==> src/ilau_pkg.sv <==
// Purpose: Constants and types for the integer logic/arithmetic execution unit
// Assumes: One instruction request per scan step, operands already fetched
// Notes:   Operation
// Operation
// - Remainder op writes only the division remainder
// - Double form: low register, then next high
// - Increment adds one to destination in place
// - Decrement subtracts one from destination in place
// - Pulse variant runs once per condition activation
// - Logic ops are 16 or 32 bits wide
// - AND bit is one only when both one
// - OR bit is zero only when both zero
// - XOR bit is one when bits differ
// - Negate inverts bits, adds one, writes back
// - Remainder operands and result are signed
// - Zero divisor raises error, no result
package ilau_pkg;
   localparam int          HALF_W     = 16;
   localparam int          FULL_W     = 32;
   localparam int          OP_W       = 3;
   localparam int          KIND_W     = 3;
   localparam logic [31:0] ONE_32     = 32'h0000_0001;
   localparam logic [31:0] ZERO_32    = 32'h0000_0000;
   localparam logic [15:0] HALF_MASK  = 16'hffff;

   typedef enum logic [2:0] {
      remainder_op             = 3'h0,
      increment_op             = 3'h1,
      decrement_op             = 3'h2,
      and_op                   = 3'h3,
      or_op                    = 3'h4,
      xor_op                   = 3'h5,
      twos_complement_negate_op = 3'h6
   } opcode_e;

   // Operand kinds: only the numeric register kinds may be written
   typedef enum logic [2:0] {
      kind_const = 3'h0,
      kind_timer = 3'h1,
      kind_count = 3'h2,
      kind_index = 3'h3,
      kind_data  = 3'h4,
      kind_bit   = 3'h5
   } kind_e;

   typedef enum logic [1:0] {
      st_idle  = 2'b00,
      st_armed = 2'b01,
      st_held  = 2'b11
   } pulse_state_e;
endpackage : ilau_pkg

==> src/ilau_pulse_gate.sv <==
// Purpose: Decides whether an instruction executes in the current scan step
// Assumes: i_scan marks one program scan step of this instruction
// Notes:   Pulse variant fires on the first scan after the condition rises
`timescale 1ns/1ps
module ilau_pulse_gate (
   // Clock and reset
   input  wire logic i_clock,
   input  wire logic i_rst_b,
   // Scan control
   input  wire logic i_scan,
   input  wire logic i_entry_condition_input,
   input  wire logic i_pulse,
   // Decision
   output logic      o_fire
);
   import ilau_pkg::*;

   pulse_state_e state_r;
   pulse_state_e state_nxt;

   // Edge memory advances only on scans, so a held condition never refires
   assign state_nxt = !i_entry_condition_input ? st_idle :
                      (state_r == st_idle) ? st_armed : st_held;
   assign o_fire = i_scan && i_entry_condition_input &&
                   (!i_pulse || state_r == st_idle);

   always_ff @(posedge i_clock or negedge i_rst_b) begin
      if (!i_rst_b) begin
         state_r <= st_idle;
      end else if (i_scan) begin
         state_r <= state_nxt;
      end
   end
endmodule : ilau_pulse_gate

==> src/integer_logic_arith_unit.sv <==
// Purpose: Executes remainder, inc, dec, and/or/xor and negate instructions
// Assumes: Caller supplies register pairs as low and high halves
// Notes:   Result and write strobe are registered; one scan per request
`timescale 1ns/1ps
module integer_logic_arith_unit (
   // Clock and reset
   input  wire logic                         i_clock,
   input  wire logic                         i_rst_b,
   // Instruction request
   input  wire logic                         i_scan,
   input  wire logic                         i_entry_condition_input,
   input  wire logic                         i_pulse,
   input  wire logic                         i_double,
   input  wire ilau_pkg::opcode_e            i_op,
   input  wire ilau_pkg::kind_e              i_dst_kind,
   // Operands, low and high register of each pair
   input  wire logic [ilau_pkg::HALF_W-1:0]  i_src1_lo,
   input  wire logic [ilau_pkg::HALF_W-1:0]  i_src1_hi,
   input  wire logic [ilau_pkg::HALF_W-1:0]  i_src2_lo,
   input  wire logic [ilau_pkg::HALF_W-1:0]  i_src2_hi,
   input  wire logic [ilau_pkg::HALF_W-1:0]  i_dst_lo,
   input  wire logic [ilau_pkg::HALF_W-1:0]  i_dst_hi,
   // Result
   output logic                              o_wr_lo,
   output logic                              o_wr_hi,
   output logic [ilau_pkg::HALF_W-1:0]       o_res_lo,
   output logic [ilau_pkg::HALF_W-1:0]       o_res_hi,
   output logic                              o_div_zero_err,
   output logic                              o_dst_kind_err
);
   import ilau_pkg::*;

   logic                fire;
   logic [FULL_W-1:0]   a_w;
   logic [FULL_W-1:0]   b_w;
   logic [FULL_W-1:0]   d_w;
   logic [FULL_W-1:0]   rem_w;
   logic [FULL_W-1:0]   res_w;
   logic                zero_div;
   logic                dst_ok;
   logic                write_ok;

   ilau_pulse_gate ilau_pulse_gate_inst (
      .i_clock                 (i_clock),
      .i_rst_b                 (i_rst_b),
      .i_scan                  (i_scan),
      .i_entry_condition_input (i_entry_condition_input),
      .i_pulse                 (i_pulse),
      .o_fire                  (fire)
   );

   // Single form sign-extends so the signed remainder sees the true value
   assign a_w = i_double ? {i_src1_hi, i_src1_lo}
                         : {{HALF_W{i_src1_lo[HALF_W-1]}}, i_src1_lo};
   assign b_w = i_double ? {i_src2_hi, i_src2_lo}
                         : {{HALF_W{i_src2_lo[HALF_W-1]}}, i_src2_lo};
   assign d_w = i_double ? {i_dst_hi, i_dst_lo} : {HALF_W'(0), i_dst_lo};

   // Divisor zero check guards the modulo so no garbage result is ever written
   assign zero_div = (b_w == ZERO_32);
   assign rem_w    = zero_div ? ZERO_32 : FULL_W'($signed(a_w) % $signed(b_w));
   assign dst_ok   = (i_dst_kind == kind_timer) || (i_dst_kind == kind_count) ||
                     (i_dst_kind == kind_index) || (i_dst_kind == kind_data);

   always_comb begin
      case (i_op)
         remainder_op:              res_w = rem_w;
         increment_op:              res_w = d_w + ONE_32;
         decrement_op:              res_w = d_w - ONE_32;
         and_op:                    res_w = a_w & b_w;
         or_op:                     res_w = a_w | b_w;
         xor_op:                    res_w = a_w ^ b_w;
         twos_complement_negate_op: res_w = (~d_w) + ONE_32;
         default:                   res_w = ZERO_32;
      endcase
   end

   assign write_ok = fire && dst_ok && !(i_op == remainder_op && zero_div);

   always_ff @(posedge i_clock or negedge i_rst_b) begin
      if (!i_rst_b) begin
         o_wr_lo        <= 1'b0;
         o_wr_hi        <= 1'b0;
         o_res_lo       <= '0;
         o_res_hi       <= '0;
         o_div_zero_err <= 1'b0;
         o_dst_kind_err <= 1'b0;
      end else begin
         o_wr_lo        <= write_ok;
         o_wr_hi        <= write_ok && i_double;
         o_res_lo       <= res_w[HALF_W-1:0];
         o_res_hi       <= i_double ? res_w[FULL_W-1:HALF_W] : '0;
         o_div_zero_err <= fire && (i_op == remainder_op) && zero_div;
         o_dst_kind_err <= fire && !dst_ok;
      end
   end
endmodule : integer_logic_arith_unit

==> config.mk <==
export PLATFORM = sky130hd
export DESIGN_NAME = integer_logic_arith_unit
export DESIGN_NICKNAME = d
export VERILOG_FILES = /design/src/ilau_pkg.sv /design/src/ilau_pulse_gate.sv /design/src/integer_logic_arith_unit.sv
export SDC_FILE = /design/constraint.sdc
export NUM_CORES = 2
export LEC_CHECK = 0
export ABC_AREA = 0
export CAP_MARGIN = 5
export CORE_ASPECT_RATIO = 2
export CORE_MARGIN = 2
export CORE_UTILIZATION = 55
export CTS_CLUSTER_DIAMETER = 60
export CTS_CLUSTER_SIZE = 10
export DETAILED_ROUTE_END_ITERATION = 12
export DONT_BUFFER_PORTS = 1
export PLACE_DENSITY = 0.69
export SYNTH_ARGS = -nofsm -noshare
export SYNTH_HDL_FRONTEND = slang
export SYNTH_SLANG_ARGS = --single-unit
==> constraint.sdc <==
create_clock -name i_clock -period 1.39 [get_ports i_clock]
set_clock_uncertainty 0.05 [all_clocks]
set_input_delay 0.417 -clock i_clock [delete_from_list [all_inputs] [get_ports i_clock]]
set_output_delay 0.417 -clock i_clock [all_outputs]
set_load 0.02 [all_outputs]
==> results of run 1 <==
-- per-stage QoR --
step,hold slack [ns],setup slack (ns),cells,util
4_1_cts,-0.234,-67.88,9748,0.934
3_5_place_dp,0.0721,-76.48,9505,0.868
3_3_place_gp,0.0724,-73.89,9505,0.868
2_1_floorplan,0.0714,-66.72,6036,-
-- cell families after synthesis --
family,after synthesis,share of synthesized area
simple gates,2278,0.277
compound gates,2069,0.338
fa+ha+maj,599,0.185
buf+inv,484,0.0493
xor+xnor,483,0.105
mux,85,0.0226
flops,38,0.0235
-- repair_timing --
item / in CTS
endpoints found under the hold margin: 38
pin swaps: 313
setup endpoints to repair: 35
setup buffers: 230
gates resized for setup: 587
gates cloned: 7
-- per-layer routing --
| metal | global-route usage | overflow |
|---|---|---|
| met1 | 0.881 | 94 |
| met3 | 0.733 | 55 |
| met2 | 1.51 | 8138 |
| met4 | 1.18 | 1585 |
| met5 | 0.465 | 2 |
==> summary.md, run 1 <==
| Metric | Value |
|---|---|
| Largest net degree at the start of global routing | `between 100 and 150` |
| Num rows | `140` |
| Buffer levels on the longest clock path | `2` |
| Syn_nets | `6743` |
| Dpl hpwl | `~210000 um` |
| Io pins | `~140` |
| Top cell type's share of synthesized area | `0.185` |
| Error | `[ERROR GRT-0116] Global routing finished with congestion. Check the congestion regions in the DRC Viewer.` |
| GR Overflow Total | `slightly below 10000` |
| Die X | `196 um` |
| Register area share after synthesis | `0.0235` |
| Cell taking the most area after synthesis | `ha_1` |
| H-Tree Depth | `2` |
| Most instantiated cells after synthesis | `646 x nor2_1, 625 x nand2_1, 598 x ha_1` |
| Status | `stopped before the end` |
| Register bit total from synthesis | `38` |
| First-pass GRT wire length | `approximately 630000 um` |
| Num CTS Buffers | `5` |
| Most numerous cell in the Yosys netlist | `nor2_1` |
| DP Area | `63300 sq um` |
| Synth warn | `0` |
| CTS root buffer | `clkbuf_16` |
| Syn avg cell area | `roughly 6.7 sq um` |
| Total GRT Usage | `1.06` |
| Height of the chip | `388 um` |
| Mapped Cells | `~6000` |
| Clock sinks | `38` |
| Vias in the first global route | `approximately 94000` |
| Unique masters post-synth | `approximately 130` |
| Final GP Congestion | `1.27` |
| Largest cells by area after synthesis | `ha_1 18%, a21oi_1 7.1%, xnor2_1 6.7%` |
| Initial Util | `0.556` |
| Stage where the flow stopped | `5_1_grt` |
| Async set or reset register ratio after synthesis | `1.00` |
| Synth Cell Area | `between 40000 and 50000 sq um` |
| Synth Flop Type | `dfrtp_1` |
| PortBufs | `0` |
| EDFF count, synth | `0` |
==> run 2: changes to the inputs <==
--- a/config.mk
+++ b/config.mk
@@ -7,14 +7,11 @@
 export LEC_CHECK = 0
 export ABC_AREA = 0
 export CAP_MARGIN = 5
-export CORE_ASPECT_RATIO = 2
 export CORE_MARGIN = 2
-export CORE_UTILIZATION = 55
-export CTS_CLUSTER_DIAMETER = 60
-export CTS_CLUSTER_SIZE = 10
+export CORE_UTILIZATION = 40
 export DETAILED_ROUTE_END_ITERATION = 12
 export DONT_BUFFER_PORTS = 1
-export PLACE_DENSITY = 0.69
+export PLACE_DENSITY_LB_ADDON = 0.15
 export SYNTH_ARGS = -nofsm -noshare
 export SYNTH_HDL_FRONTEND = slang
 export SYNTH_SLANG_ARGS = --single-unit
==> run 2 against run 1 <==
The flow now finishes, with violations (negative hold slack, negative setup slack). Area after synthesis unchanged. Synthesized cell count unchanged.
==> summary.md, run 2 <==
| Metric | Value |
|---|---|
| Status | `complete, but fails checks` |
| Failing checks | `negative hold slack, negative setup slack` |
| Internal | `around 120 mW` |
| Design area | `approximately 72000 sq um` |
| Initial Util | `0.404 (-0.152)` |
| Top cell type's share of synthesized area | `0.185 (unchanged)` |
| Final period util | `49.8` |
| DP Cell Count | `10045 (+5.7%)` |
| Max-cap violations | `0` |
| Area Growth Syn to Fin | `78.2%` |
| Initial antenna violation count | `10` |
| Slew @ Worst Pin | `between 1 and 1.5 ns` |
| Number of detailed-route iterations in the first pass | `7` |
| Worst path arrival time | `about 69 ns` |
| Final Non-Filler Cells | `about 10000` |
| Synth Cell Area | `40500 sq um (unchanged)` |
| Worst setup margin | `-67.88 ns` |
| Async set or reset register ratio after synthesis | `1.00 (unchanged)` |
| Die X | `322 um (+64%)` |
| Critical path's most frequent cell | `buf_4` |
| Core Area | `between 100000 and 150000 sq um` |
| PD cells | `between 3000 and 4000 nW/um^2` |
| First-pass GRT wire length | `around 380000 um` |
| Post-layout util | `0.720` |
| Final WL | `265000 um` |
| CTS root buffer | `clkbuf_16` |
| Syn_nets | `6743 (unchanged)` |
| Hold Crit Class | `in -> async` |
| CP startpoint | `i_src2_lo[1]` |
| Startpoint Class | `primary input` |
| Fin. Hold Viols | `38` |
| Reg2reg setup slack | `between 0.1 and 0.15 ns` |
| GR Overflow Total | `0` |
| Num rows | `116 (-17%)` |
| Synth warn | `0 (unchanged)` |
| Syn avg cell area | `6.71 sq um (unchanged)` |
| Commonest non-fill, non-tap cell in the layout | `buf_4` |
| Most instantiated cells after synthesis | `646 x nor2_1, 625 x nand2_1, 598 x ha_1` |
| Clock sinks | `38 (unchanged)` |
| Setup violators final | `35` |
| Avg Vias per Cell | `around 6` |
| EDFF count, synth | `0 (unchanged)` |
| Synth Flop Type | `dfrtp_1` |
| Dpl hpwl | `211000 um (-1.8%)` |
| Detailed Route Iter0 Violations | `7577` |
| Max stage delay cell, worst path | `or4_4` |
| Buffer levels on the longest clock path | `2 (unchanged)` |
| Setup TNS | `-2162.70 ns` |
| Height of the chip | `322 um (-17%)` |
| DR vias | `~63000` |
| Switching part of the total | `0.509` |
| H-Tree Depth | `2 (unchanged)` |
| Die area | `slightly above 100000 sq um` |
| R2R Path Start | `ilau_pulse_gate_inst.state_r[1]$_DFFE_PN0P_` |
| Vias in the first global route | `60467` |
| Critical path type | `in -> reg` |
| Biggest regs | `o_res_hi (16), o_res_lo (16), ilau_pulse_gate_inst.state_r (2)` |
| Leak | `~35 nW` |
| Register area share after synthesis | `0.0235 (unchanged)` |
| Layout cell share with drive strength beyond 1 | `0.471` |
| Most frequent cells in the layout | `3129 x buf_4, 591 x nor2_1, 580 x nand2_1` |
| Mapped Cells | `6036 (unchanged)` |
| CTS clk-pin slew, worst paths | `roughly 0.060 ns` |
| Largest net degree at the start of global routing | `114` |
| Peak VDD IR | `~8.5 mV` |
| Clock latency on the worst-skew pair | `around 0.28 ns` |
| Io pins | `144 (unchanged)` |
| Required time of the critical path | `1.49 ns` |
| Fin Hold WS | `-0.228 ns` |
| Slew Limit Fails | `0` |
| Cell taking the most area after synthesis | `ha_1` |
| Drt drc | `0` |
| TritonCTS clock tree | `done` |
| Sw Pwr | `121 mW` |
| DP Area | `64600 sq um (+2.1%)` |
| Largest cells by area after synthesis | `ha_1 18%, a21oi_1 7.1%, xnor2_1 6.7%` |
| Num CTS Buffers | `5 (unchanged)` |
| Combinational share of power | `0.985` |
| Nets | `9763` |
| Most numerous cell in the Yosys netlist | `nor2_1` |
| Slew HR | `0.257` |
| Register bit total from synthesis | `38 (unchanged)` |
| Reg power frac | `0.009` |
| Unique masters post-synth | `126 (unchanged)` |
| Worst-path fanout max | `11` |
| Clock power share | `0.006` |
| Final min period | `just under 70 ns` |
| PortBufs | `0 (unchanged)` |
| Slowest Stage Delay on Critical Path | `around 0.59 ns` |
| Total GRT Usage | `0.483` |
| F_max | `~14 MHz` |
| Final GP Congestion | `1.15 (-9.1%)` |
| CP endpoint kind | `flop` |
| Post-DR wirelength/cell | `around 25 um` |
| Antenna-violating nets left | `0` |
| RSZ-0062 raised after global routing | `true` |
run 2: cell counts after synthesis:
Identical to the previous run, type by type.
run 2: path summary, 6_finish.rpt:
| path | endpoint | depth (start not counted) |
|---|---|---|
| max | o_res_hi[9]$_DFF_PN0_ | 362 |
| min | o_res_hi[15]$_DFF_PN0_ | 0 |
| max reg2reg | o_wr_hi$_DFF_PN0_ | 4 |
| min reg2reg | ilau_pulse_gate_inst.state_r[0]$_DFFE_PN0P_ | 1 |
| max in group asynchronous | o_wr_hi$_DFF_PN0_ | 0 |
| min in group i_clock | ilau_pulse_gate_inst.state_r[1]$_DFFE_PN0P_ | 1 |
run 2: per-layer routing:
layer / part of all wire / GRT usage / routed length, um / up-vias
met1: 0.39 / 0.621 / 104000 / 29638
met3: 0.13 / 0.147 / 35600 / 1055
met5: 0.00030 / 0 / 80 / -
met4: 0.078 / 0.286 / 20600 / 12
li1: - / - / - / 28651
met2: 0.40 / 0.708 / 105000 / 3948
run 2: critical path, delay by kind of cell:
family,cells,cell delay (ns)
buffers and inverters,67,9.67
XOR/XNOR,2,0.36
AND/OR/NAND/NOR,107,19.73
AO/OA/AOI/OAI,153,30.22
adder cells (fa/ha/maj),31,8.21
multiplexers,2,0.58
run 2: final cells by class:
class / instances / area (sq um)
Antenna cell: 4 / 10.0
Clock buffer: 5 / 125
Clock inverter: 3 / 68.8
Fill cell: 8326 / 28100
Inverter: 256 / 971
Multi-Input combinational cell: 5515 / 43300
Sequential cell: 38 / 951
Tap cell: 1357 / 1700
Timing Repair Buffer: 3240 / 25100
run 2: power groups by stage:
| stage | combinational, mW | sequential (mW) | clock, mW |
|---|---|---|---|
| 2_1_floorplan | 99.7 | 2.14 | 0 |
| 3_3_place_gp | 187 | 2.18 | 0 |
| 3_5_place_dp | 189 | 2.15 | 0 |
| 4_1_cts | 219 | 2.20 | 1.50 |
| 5_1_grt | 243 | 2.19 | 1.54 |
| 6_report | 234 | 2.17 | 1.50 |
run 2: cells by family after synthesis:
family / count (synthesis) / synth area share
and+or+nand+nor: 2278 / 0.277
adders and majority gates: 599 / 0.185
AOI/OAI and AO/OA: 2069 / 0.338
buffers and inverters: 484 / 0.0493
DFF: 38 / 0.0235
muxes: 85 / 0.0226
xor gates and xnor gates: 483 / 0.105
run 2: stage by stage:
| stage | setup slack, ns | power [mW] | hold slack [ns] |
|---|---|---|---|
| 5_1_grt | -70.11 | 247 | -0.236 |
| 3_3_place_gp | -73.46 | 189 | 0.0722 |
| 2_1_floorplan | -66.72 | 102 | 0.0714 |
| 4_1_cts | -66.04 | 223 | -0.229 |
| 6_report | -67.88 | 237 | -0.228 |
| 3_5_place_dp | -74.22 | 191 | 0.0722 |
run 2: timing repair:
item,CTS,global route
gates resized for setup,610,321
endpoints found under the setup margin,35,35
cloned,6,2
pin swaps,371,231
setup buffers,266,97
hold endpoints to repair,38,38
(Power assumes the default switching activity.)
